`src/pkg/ams_pkg.sv`:
```
// Constants, field layouts and carriers of the measurement scheduler.
// Assumes one 20 MHz clock and a command decoder that hands in parsed host commands.
package ams_pkg;

  localparam int CLK_HZ    = 20_000_000;
  localparam int MS_CYCLES = CLK_HZ / 1000;
  localparam int BUF_DEPTH = 32;

  localparam logic [7:0]  PRES_CFG_ADDR = 8'h61;
  localparam logic [7:0]  TEMP_CFG_ADDR = 8'h62;
  localparam logic [7:0]  OPSET_ADDR    = 8'h64;
  localparam logic [15:0] CHAN_CFG_RST  = 16'h0004;
  localparam logic [15:0] OPSET_RST     = 16'h0000;

  // Channel configuration fields
  localparam int OSR_LSB   = 0;
  localparam int FILT_LSB  = 4;
  localparam int RATIO_LSB = 7;
  // Operating register fields
  localparam int DELAY_LSB    = 0;
  localparam int POLICY_LSB   = 4;
  localparam int THR_LSB      = 6;
  localparam int INTCONT_BIT  = 13;
  localparam int FASTSTRT_BIT = 14;
  localparam int INTMODE_BIT  = 15;

  localparam logic [3:0] OSR_MAX_STEP = 4'h9;
  localparam logic [3:0] OSR_LAST_CODE = 4'h8;
  localparam logic [2:0] RATIO_MAX_CODE = 3'h6;

  // Autonomous delay per code in milliseconds, code 0 is off
  localparam logic [15:0] DELAY_MS [16] = '{16'h0000, 16'h0000, 16'h0001, 16'h0005,
                                            16'h000a, 16'h0014, 16'h0032, 16'h0064,
                                            16'h00c8, 16'h01f4, 16'h03e8, 16'h07d0,
                                            16'h1388, 16'h2710, 16'h4e20, 16'hea60};

  typedef enum logic [3:0] {
    OP_READ_REG   = 4'h0,
    OP_WRITE_REG  = 4'h1,
    OP_READ_CFG   = 4'h2,
    OP_WRITE_CFG  = 4'h3,
    OP_READ_OPSET  = 4'h4,
    OP_WRITE_OPSET = 4'h5,
    OP_CONVERT    = 4'h6,
    OP_START_AUTO = 4'h7,
    OP_STOP_AUTO  = 4'h8,
    OP_NVM_READ   = 4'h9,
    OP_NVM_WRITE  = 4'ha
  } ams_op_t;

  typedef enum logic [1:0] {
    ST_IDLE  = 2'b00,
    ST_TEMP  = 2'b01,
    ST_PRES  = 2'b11,
    ST_DELAY = 2'b10
  } ams_state_t;

  typedef struct packed {
    ams_op_t     op;
    logic [7:0]  addr;
    logic [15:0] data;
  } ams_cmd_t;

  typedef struct packed {
    logic       start;
    logic       pressure;
    logic [3:0] osrStep;
  } ams_conv_t;

  typedef struct packed {
    logic [23:0] temp;
    logic [23:0] pres;
  } ams_entry_t;

endpackage

```
`src/hdl/ams_scheduler.sv`:
```
// Measurement scheduler: registers, autonomous timing, decimation, buffer and interrupts.
// Assumes a converter that answers each start pulse with one convDone pulse, and an
// external buffer memory that takes bufPush entries and reports reads on bufPop.
`timescale 1ns/10ps
module ams_scheduler #(
  parameter int MS_CYCLES = ams_pkg::MS_CYCLES,
  parameter int BUF_DEPTH = ams_pkg::BUF_DEPTH
) (
  input  wire logic               ref_clk,
  input  wire logic               rst_b,
  input  wire logic               cmdValid,
  input  wire ams_pkg::ams_cmd_t  cmd,
  output logic                    cmdAck,
  output logic                    cmdNak,
  output logic [15:0]             rdData,
  output ams_pkg::ams_conv_t      convReq,
  input  wire logic               convDone,
  input  wire logic [21:0]        convData,
  output logic [23:0]             tempResult,
  output logic [23:0]             presResult,
  output logic                    bufPush,
  output ams_pkg::ams_entry_t     bufEntry,
  output logic                    bufOverwrite,
  input  wire logic               bufPop,
  output logic [1:0]              bufPolicy,
  output logic [5:0]              fillCount,
  input  wire logic               thrEvent,
  input  wire logic               thrLevel,
  input  wire logic               intClear,
  output logic [2:0]              intPending,
  output logic                    intPin,
  output logic                    biasOn,
  output logic                    autoActive
);
  import ams_pkg::*;

  localparam int MSW = $clog2(MS_CYCLES + 1);

  if (MS_CYCLES < 1 || BUF_DEPTH < 1 || BUF_DEPTH > 63) begin : g_check
    $error("ams_scheduler: MS_CYCLES or BUF_DEPTH out of range");
  end

  typedef struct packed {
    ams_state_t  st;
    logic        autoOn;
    logic        single;
    logic        issued;
    logic        presDue;
    logic [5:0]  tCnt;
    logic [5:0]  pCnt;
    logic [MSW-1:0] msCnt;
    logic [15:0] msElapsed;
    logic [15:0] presCfg;
    logic [15:0] tempCfg;
    logic [15:0] opSet;
    logic [5:0]  fill;
    logic        pushPend;
    logic        setDone;
    logic [2:0]  pend;
    logic        intPin;
    logic        thrPulse;
    logic        bias;
    logic        ack;
    logic        nak;
    logic [15:0] rdData;
    ams_conv_t   conv;
    logic        push;
    logic        overwrite;
    ams_entry_t  entry;
  } ams_sched_t;

  ams_sched_t s_q;
  ams_sched_t s_d;

  logic        tempSample;
  logic        presSample;
  logic [23:0] tempFilt;
  logic [23:0] presFilt;

  //////////////////////////////////////////////////////////////////////////////
  // Field access helpers

  function automatic logic [6:0] ratioOf(input logic [15:0] cfg);
    logic [2:0] code;
    code = cfg[RATIO_LSB +: 3];
    if (code > RATIO_MAX_CODE) begin
      code = RATIO_MAX_CODE;
    end
    ratioOf = 7'h01 << code;
  endfunction

  function automatic logic [3:0] osrOf(input logic [15:0] cfg);
    logic [3:0] code;
    code = cfg[OSR_LSB +: 4];
    if (code > OSR_LAST_CODE) begin
      osrOf = OSR_MAX_STEP;
    end else if (code == 4'h0) begin
      osrOf = 4'h1;
    end else begin
      osrOf = code;
    end
  endfunction

  function automatic logic [15:0] regRead(input logic [7:0] addr, input ams_sched_t s);
    case (addr)
      PRES_CFG_ADDR: regRead = s.presCfg;
      TEMP_CFG_ADDR: regRead = s.tempCfg;
      OPSET_ADDR:    regRead = s.opSet;
      default:       regRead = 16'h0000;
    endcase
  endfunction

  function automatic logic knownAddr(input logic [7:0] addr);
    knownAddr = (addr == PRES_CFG_ADDR) || (addr == TEMP_CFG_ADDR) || (addr == OPSET_ADDR);
  endfunction

  function automatic logic cfgAddr(input logic [7:0] addr);
    cfgAddr = (addr == PRES_CFG_ADDR) || (addr == TEMP_CFG_ADDR);
  endfunction

  //////////////////////////////////////////////////////////////////////////////
  // Next state

  logic        busy;
  logic        cycleStart;
  logic        tDue;
  logic        pDue;
  logic        finish;
  logic        popOk;
  logic [5:0]  fillA;
  logic [4:0]  thr;
  logic [1:0]  policy;
  logic [3:0]  delayCode;
  logic [2:0]  cause;
  logic        msTick;

  always_comb begin
    s_d        = s_q;
    busy       = (s_q.st != ST_IDLE);
    cycleStart = 1'b0;
    tDue       = 1'b0;
    pDue       = 1'b0;
    finish     = 1'b0;
    popOk      = 1'b0;
    fillA      = s_q.fill;
    thr        = s_q.opSet[THR_LSB +: 5];
    policy     = s_q.opSet[POLICY_LSB +: 2];
    delayCode  = s_q.opSet[DELAY_LSB +: 4];
    cause      = 3'h0;
    msTick     = 1'b0;

    s_d.ack        = 1'b0;
    s_d.nak        = 1'b0;
    s_d.conv.start = 1'b0;
    s_d.push       = 1'b0;
    s_d.overwrite  = 1'b0;
    s_d.setDone    = 1'b0;
    s_d.pushPend   = 1'b0;

    // Host commands
    if (cmdValid) begin
      s_d.nak = 1'b1;
      case (cmd.op)
        OP_READ_REG, OP_READ_CFG: begin
          if (knownAddr(cmd.addr) && (cmd.op == OP_READ_REG || cfgAddr(cmd.addr))) begin
            s_d.nak    = 1'b0;
            s_d.ack    = 1'b1;
            s_d.rdData = regRead(cmd.addr, s_q);
          end
        end
        OP_READ_OPSET: begin
          s_d.nak    = 1'b0;
          s_d.ack    = 1'b1;
          s_d.rdData = s_q.opSet;
        end
        OP_WRITE_REG, OP_WRITE_CFG, OP_WRITE_OPSET: begin
          if (!s_q.autoOn) begin
            if (cmd.op == OP_WRITE_OPSET || (cmd.op == OP_WRITE_REG && cmd.addr == OPSET_ADDR))
            begin
              s_d.nak   = 1'b0;
              s_d.ack   = 1'b1;
              s_d.opSet = cmd.data & 16'he7ff;
            end else if (cfgAddr(cmd.addr) && !busy) begin
              s_d.nak = 1'b0;
              s_d.ack = 1'b1;
              if (cmd.addr == PRES_CFG_ADDR) begin
                s_d.presCfg = cmd.data & 16'h03ff;
              end else begin
                s_d.tempCfg = cmd.data & 16'h03ff;
              end
            end
          end
        end
        OP_CONVERT: begin
          if (!s_q.autoOn && !busy) begin
            s_d.nak    = 1'b0;
            s_d.ack    = 1'b1;
            s_d.single = 1'b1;
            cycleStart = 1'b1;
          end
        end
        OP_START_AUTO: begin
          if (!s_q.autoOn && !busy && delayCode != 4'h0) begin
            s_d.nak    = 1'b0;
            s_d.ack    = 1'b1;
            s_d.autoOn = 1'b1;
            s_d.tCnt   = 6'h00;
            s_d.pCnt   = 6'h00;
            cycleStart = 1'b1;
          end
        end
        OP_STOP_AUTO: begin
          s_d.nak    = 1'b0;
          s_d.ack    = 1'b1;
          s_d.autoOn = 1'b0;
          s_d.tCnt   = 6'h00;
          s_d.pCnt   = 6'h00;
        end
        OP_NVM_READ, OP_NVM_WRITE: begin
          if (!s_q.autoOn && knownAddr(cmd.addr)) begin
            s_d.nak = 1'b0;
            s_d.ack = 1'b1;
            s_d.rdData = regRead(cmd.addr, s_q);
          end
        end
        default: s_d.nak = 1'b1;
      endcase
    end

    // Delay timer, counted from the end of the previous set
    if (s_q.st == ST_DELAY) begin
      if (s_q.msCnt == MSW'(MS_CYCLES - 1)) begin
        s_d.msCnt = '0;
        msTick    = 1'b1;
      end else begin
        s_d.msCnt = s_q.msCnt + 1'b1;
      end
      if (msTick && s_q.msElapsed != 16'hffff) begin
        s_d.msElapsed = s_q.msElapsed + 16'h0001;
      end
      if (!s_d.autoOn) begin
        s_d.st = ST_IDLE;
      end else if (s_q.msElapsed >= DELAY_MS[delayCode]) begin
        cycleStart = 1'b1;
      end
    end

    // Start of a measurement cycle, decimation decides who is due
    if (cycleStart) begin
      if (s_d.single) begin
        tDue = 1'b1;
        pDue = 1'b1;
      end else begin
        tDue = ({1'b0, s_d.tCnt} + 7'h01 == ratioOf(s_q.tempCfg));
        pDue = ({1'b0, s_d.pCnt} + 7'h01 == ratioOf(s_q.presCfg));
        s_d.tCnt = tDue ? 6'h00 : s_d.tCnt + 6'h01;
        s_d.pCnt = pDue ? 6'h00 : s_d.pCnt + 6'h01;
      end
      s_d.presDue = pDue;
      s_d.issued  = 1'b0;
      s_d.msCnt     = '0;
      s_d.msElapsed = 16'h0000;
      if (tDue) begin
        s_d.st = ST_TEMP;
      end else if (pDue) begin
        s_d.st = ST_PRES;
      end else begin
        s_d.st = ST_DELAY;
      end
    end

    // Conversions, temperature before pressure
    if (s_q.st == ST_TEMP || s_q.st == ST_PRES) begin
      if (!s_q.issued) begin
        s_d.issued        = 1'b1;
        s_d.conv.start    = 1'b1;
        s_d.conv.pressure = (s_q.st == ST_PRES);
        s_d.conv.osrStep  = osrOf(s_q.st == ST_PRES ? s_q.presCfg : s_q.tempCfg);
      end else if (convDone) begin
        s_d.issued = 1'b0;
        if (s_q.st == ST_TEMP && s_q.presDue) begin
          s_d.st = ST_PRES;
        end else begin
          finish       = 1'b1;
          s_d.pushPend = (s_q.st == ST_PRES);
        end
      end
    end

    if (finish) begin
      s_d.setDone   = 1'b1;
      s_d.msCnt     = '0;
      s_d.msElapsed = 16'h0000;
      if (s_q.single || !s_d.autoOn) begin
        s_d.single = 1'b0;
        s_d.st     = ST_IDLE;
      end else begin
        s_d.st = ST_DELAY;
      end
    end

    // Buffer fill tracking and policy
    if (policy == 2'b00) begin
      s_d.fill = 6'h00;
    end else begin
      popOk = bufPop && (s_q.fill != 6'h00);
      fillA = s_q.fill - {5'h00, popOk};
      if (s_q.pushPend) begin
        s_d.entry.temp = tempFilt;
        s_d.entry.pres = presFilt;
        if (fillA < 6'(BUF_DEPTH)) begin
          s_d.push = 1'b1;
          fillA    = fillA + 6'h01;
        end else if (policy[1]) begin
          s_d.push      = 1'b1;
          s_d.overwrite = 1'b1;
        end
      end
      s_d.fill = fillA;
    end

    // Interrupt causes: set done, buffer level, threshold event
    cause[0] = s_q.setDone;
    cause[1] = (thr != 5'h00) && (s_d.fill == {1'b0, thr}) && (s_q.fill != {1'b0, thr});
    cause[2] = thrEvent;
    if (s_q.opSet[INTMODE_BIT] && cause != 3'h0) begin
      s_d.pend = cause;
    end else begin
      s_d.pend = (intClear ? 3'h0 : s_q.pend) | cause;
    end
    s_d.thrPulse = thrEvent;
    s_d.intPin   = (s_q.pend[1:0] != 2'b00) ||
                   (s_q.opSet[INTCONT_BIT] ? thrLevel : s_q.thrPulse);
    s_d.bias     = s_q.opSet[FASTSTRT_BIT] || (s_d.st == ST_TEMP) || (s_d.st == ST_PRES);
  end

  always_ff @(posedge ref_clk) begin
    if (!rst_b) begin
      s_q         <= '0;
      s_q.st      <= ST_IDLE;
      s_q.presCfg <= CHAN_CFG_RST;
      s_q.tempCfg <= CHAN_CFG_RST;
      s_q.opSet   <= OPSET_RST;
    end else begin
      s_q <= s_d;
    end
  end

  //////////////////////////////////////////////////////////////////////////////
  // Result paths

  assign tempSample = convDone && s_q.issued && (s_q.st == ST_TEMP);
  assign presSample = convDone && s_q.issued && (s_q.st == ST_PRES);

  ams_iir_chan u_temp_chan (
    .ref_clk     (ref_clk),
    .rst_b       (rst_b),
    .sampleValid (tempSample),
    .sample      (convData),
    .smoothing   (s_q.tempCfg[FILT_LSB +: 3]),
    .result      (tempFilt)
  );

  ams_iir_chan u_pres_chan (
    .ref_clk     (ref_clk),
    .rst_b       (rst_b),
    .sampleValid (presSample),
    .sample      (convData),
    .smoothing   (s_q.presCfg[FILT_LSB +: 3]),
    .result      (presFilt)
  );

  //////////////////////////////////////////////////////////////////////////////
  // Outputs

  assign cmdAck       = s_q.ack;
  assign cmdNak       = s_q.nak;
  assign rdData       = s_q.rdData;
  assign convReq      = s_q.conv;
  assign tempResult   = tempFilt;
  assign presResult   = presFilt;
  assign bufPush      = s_q.push;
  assign bufEntry     = s_q.entry;
  assign bufOverwrite = s_q.overwrite;
  assign bufPolicy    = s_q.opSet[POLICY_LSB +: 2];
  assign fillCount    = s_q.fill;
  assign intPending   = s_q.pend;
  assign intPin       = s_q.intPin;
  assign biasOn       = s_q.bias;
  assign autoActive   = s_q.autoOn;

endmodule // ams_scheduler

```
`src/hdl/ams_iir_chan.sv`:
```
// Per-channel result path with the optional IIR smoothing filter.
// Assumes sampleValid is a one-cycle pulse carrying a 22-bit compensated result.
`timescale 1ns/10ps
module ams_iir_chan (
  input  wire logic        ref_clk,
  input  wire logic        rst_b,
  input  wire logic        sampleValid,
  input  wire logic [21:0] sample,
  input  wire logic [2:0]  smoothing,
  output logic      [23:0] result
);
  import ams_pkg::*;

  typedef struct packed {
    logic [23:0] raw;
    logic [23:0] mean;
    logic        fresh;
    logic        enPrev;
    logic [23:0] result;
  } ams_iir_t;

  ams_iir_t s_q;
  ams_iir_t s_d;
  logic        filtOn;
  logic [23:0] padded;

  //////////////////////////////////////////////////////////////////////////////
  always_comb begin
    s_d    = s_q;
    filtOn = (smoothing != 3'h0);
    padded = {sample, 2'b00};
    s_d.enPrev = filtOn;
    if (filtOn && !s_q.enPrev) begin
      if (s_q.fresh) begin
        s_d.mean = s_q.raw;
      end
      s_d.fresh = 1'b0;
    end
    if (sampleValid) begin
      s_d.raw = padded;
      if (filtOn) begin
        s_d.mean = s_d.mean - (s_d.mean >> smoothing) + (padded >> smoothing);
      end else begin
        s_d.fresh = 1'b1;
      end
    end
    s_d.result = filtOn ? s_d.mean : s_d.raw;
  end

  always_ff @(posedge ref_clk) begin
    if (!rst_b) begin
      s_q <= '0;
    end else begin
      s_q <= s_d;
    end
  end

  assign result = s_q.result;

endmodule // ams_iir_chan

```
`config.mk`:
```
export PLATFORM = sky130hd
export DESIGN_NAME = ams_scheduler
export DESIGN_NICKNAME = d
export VERILOG_FILES = /design/src/pkg/ams_pkg.sv /design/src/hdl/ams_scheduler.sv /design/src/hdl/ams_iir_chan.sv
export SDC_FILE = /design/constraint.sdc
export NUM_CORES = 1
export LEC_CHECK = 0
export BUFFER_PORTS_ARGS = -buffer_cell sky130_fd_sc_hd__buf_2
export CORE_UTILIZATION = 40
export DETAILED_ROUTE_END_ITERATION = 7
export HOLD_SLACK_MARGIN = 0.02
export PLACE_DENSITY = 0.55
export SLEW_MARGIN = 20
export SYNTH_ARGS = -nofsm -noshare
export SYNTH_HDL_FRONTEND = slang
export SYNTH_SLANG_ARGS = --single-unit
```
`constraint.sdc`:
```
create_clock -name ref_clk -period 7.15 [get_ports ref_clk]
set_input_delay 0.3575 -clock ref_clk [delete_from_list [all_inputs] [get_ports ref_clk]]
set_output_delay 0.3575 -clock ref_clk [all_outputs]
set_load 0.01 [all_outputs]
```
==> impl_metrics.csv <==
group,metric,value,unit
outcome,status,"finished, violations left",
outcome,violations,"DRC",
place,io_buffers,189,
synthesis,synthDistinctLibCells,87,
place,dp.cells,3220,
synthesis,synth_edf_count,0,
clocking,cts_setup_buffers,0,
worst_hold_path,hold_depth,3,
clocking,cts_buffer_depth,3,
pwr,power.leakage,9.61,nW
synthesis,synth_top_area_cell,"dfxtp_1",
synthesis,avgSynthCellArea,8.28,um^2
synthesis,synth_mux_area_share,14.6,%
synthesis,synth_cells,2592,
synthesis,netlist_top_cells_area,"dfxtp_1 30%, mux2i_1 8.8%, nand2_1 5.8%",
detailed_routing,ant_nets,0,
clocking,htreeDepth,2,
pwr,ir_worst_vdd,0.147,mV
synthesis,synthSimpleGateAreaFrac,18.2,%
place,place.gp.congestion,0.906,
timing,fin_setup_tns,0,ps
worst_hold_path,hold_path_class,"in -> reg",
pwr,p_per_area,181,mW/mm^2
clocking,clk_pin_slew,60,ps
floorplan,start_util,40.7,%
timing,rsz0062_at_grt,"no",
timing,whs,56.9,ps
timing,maxSlewHeadroom,27.4,%
floorplan,core_area,0.0528,mm^2
synthesis,yosysMostFrequentCell,"nand2_1",
place,detailed_place_hpwl,45200,um
timing,hold_viol,0,
timing,fmax,174,MHz
cells_and_area,nNetsFinal,2754,
clocking,cts_inserted_buffers,39,
floorplan,io_pins,194,
detailed_routing,viasPerCell,5.56,
synthesis,synth_seq_cells,317,
grt,grt_max_degree,79,
timing,period_share,80.3,%
floorplan,dieHeight,234,um
detailed_routing,drt_iter0_drc,1362,
detailed_routing,finalWirelength,62100,um
critical_path,critPathKind,"reg -> reg",
grt,antenna_found_initial,4,
critical_path,cp-end-kind,"flip-flop",
synthesis,synth_adder_area_share,8.66,%
job,maxCapViolCount,0,
critical_path,crit_required,7570,ps
synthesis,ys_async_sr_fraction,0,%
critical_path,worstPathMaxFanout,24,
critical_path,startpoint_type,"flip-flop",
critical_path,cp.arrival,6170,ps
synthesis,netlist.area_leader.share,29.6,%
critical_path,reg2reg_depth,19,
synthesis,synth_compound_area_share,15.8,%
pwr,power,0.00422,W
synthesis,synth_xor_area_share,3.75,%
synthesis,ys_top_cells_by_count,"334 x nand2_1, 317 x dfxtp_1, 290 x nor2_1, 228 x a21oi_1, 188 x mux2i_1",
synthesis,ys.warnings.count,0,
cells_and_area,drive_gt1_share,14.7,%
timing,tightestPinTransition,1090,ps
cells_and_area,finalNonFillerCells,3293,
clocking,tritoncts,"yes",
floorplan,dieArea,0.0546,mm^2
timing,finClkSkew,25.8,ps
floorplan,die_width,234,um
grt,grt_usage,22.3,%
floorplan,rows,84,
synthesis,seq_area_frac_synth,29.6,%
detailed_routing,detail_route.wl_per_cell,18.9,um
grt,grt_pass1_wl,95600,um
synthesis,syn_area,0.0215,mm^2
place,detailed_place.area,0.0220,mm^2
detailed_routing,num_vias,18322,
timing,drv_slew,0,
grt,globalRouteOverflowTotal,0,
clocking,cts_root_buf,"clkbuf_16",
clocking,clock_latency,580,ps
cells_and_area,final_area,0.0233,mm^2
detailed_routing,drcViolationCount,30,
synthesis,synth_flop_cell,"dfxtp_1",
timing,setup_viol_count_final,0,
cells_and_area,area_growth,8.68,%
grt,grt_pass1_vias,17139,
synthesis,synth_top_family_by_area,"simple AND/OR/NAND/NOR gates",
clocking,clock-sinks,317,
detailed_routing,first_pass_iters,8,
timing,min_period,5740,ps
where the power goes:
| part | internal (W) | switching [W] |
|---|---|---|
| sequential | 0.00177 | 0.00000644 |
| combinational | 0.000152 | 0.000275 |
| clock | 0.00119 | 0.000827 |
| total | 0.00312 | 0.00111 |
layout by cell type (no fill, tap or decap), types with 14 or more instances in the layout:
| cell type | netlist | layout |
|---|---|---|
| a211oi_1 | 44 | 44 |
| a21o_1 | 25 | 25 |
| a21oi_1 | 228 | 228 |
| a31oi_1 | 20 | 20 |
| and2_1 | 30 | 30 |
| and3_1 | 16 | 16 |
| buf_2 | 11 | 189 |
| buf_4 | 130 | 31 |
| clkbuf_16 | 0 | 39 |
| dfxtp_1 | 317 | 315 |
| fa_1 | 46 | 46 |
| ha_1 | 75 | 75 |
| inv_1 | 113 | 112 |
| mux2_2 | 24 | 24 |
| mux2i_1 | 188 | 188 |
| mux4_2 | 44 | 44 |
| nand2_1 | 334 | 334 |
| nand2b_1 | 23 | 23 |
| nand3_1 | 34 | 34 |
| nand4_1 | 20 | 20 |
| nor2_1 | 290 | 287 |
| nor2b_1 | 15 | 14 |
| nor3_1 | 41 | 40 |
| o21ai_0 | 74 | 74 |
| o22a_1 | 19 | 19 |
| or3_1 | 16 | 16 |
| xnor2_1 | 51 | 51 |
| xor2_1 | 41 | 41 |
worst paths after layout:
kind | slack [ps] | endpoint | start
max | 1410 | u_pres_chan.s_q[48] | s_q[124]
min | 60 | s_q[101] | cmd[13]
max reg2reg | 1410 | u_pres_chan.s_q[48] | s_q[124]
min reg2reg | 440 | bufEntry[31] | u_temp_chan.result[7]
worst max-delay path, stage by stage (launching register included):
cell      delay (ps)
dfxtp_1          330
nor3_1            60
buf_4            200
nor3b_2          170
buf_4            430
mux2i_1          670
mux4_2           360
mux2i_1          100
fa_1             560
inv_1             70
fa_1             460
a21o_1           170
a21oi_1          260
o21ai_0          210
a211oi_1         550
nor4_1           260
o41a_1           460
xor2_1           150
nand2_1           70
a21oi_1           60
registers in the layout, indices dropped and copies added (netlist names), 2 cells and up:
| name | count |
|---|---|
| bufEntry | 48 |
| bufPolicy | 2 |
| convReq | 6 |
| delayCode | 4 |
| fillCount | 6 |
| intPending | 3 |
| rdData | 14 |
| s_q | 78 |
| u_pres_chan.result | 24 |
| u_pres_chan.s_q | 50 |
| u_temp_chan.result | 24 |
| u_temp_chan.s_q | 50 |
routing by layer:
layer / part of all wire [%] / track usage (%) / vias up
li1: - / - / 8843
met1: 46 / 30.5 / 8795
met2: 44 / 34.6 / 575
met3: 6.9 / 4.19 / 103
met4: 3.1 / 8.00 / 6
met5: 0.066 / 0 / -
timing repair:
item                      CTS  global route
hold endpoints to repair    1             0
hold buffers                1             0
resized for setup           0             0
cell families after synthesis:
logic type | Yosys count
AOI/OAI and AO/OA | 538
xor gates and xnor gates | 92
adders and majority gates | 121
buffers and inverters | 396
DFF | 317
muxes | 256
other | 1
and+or+nand+nor | 871
final cells by class:
type | instances | area [um^2]
Fill cell | 5259 | 29400
Multi-Input combinational cell | 1880 | 13200
Sequential cell | 317 | 6350
Timing Repair Buffer | 222 | 1210
Clock buffer | 54 | 1130
Tap cell | 688 | 861
Inverter | 115 | 437
Clock inverter | 16 | 181
Antenna cell | 1 | 2.50
through the flow:
stage | worst slack [ps] | utilization, %
floorplan | 2090 | -
global placement | 1400 | 41.7
detailed placement | 1460 | 41.7
CTS | 1430 | 44.2
global route | 1020 | 44.2
finish | 1410 | 44.2
Power figures use the tool's default switching activity.
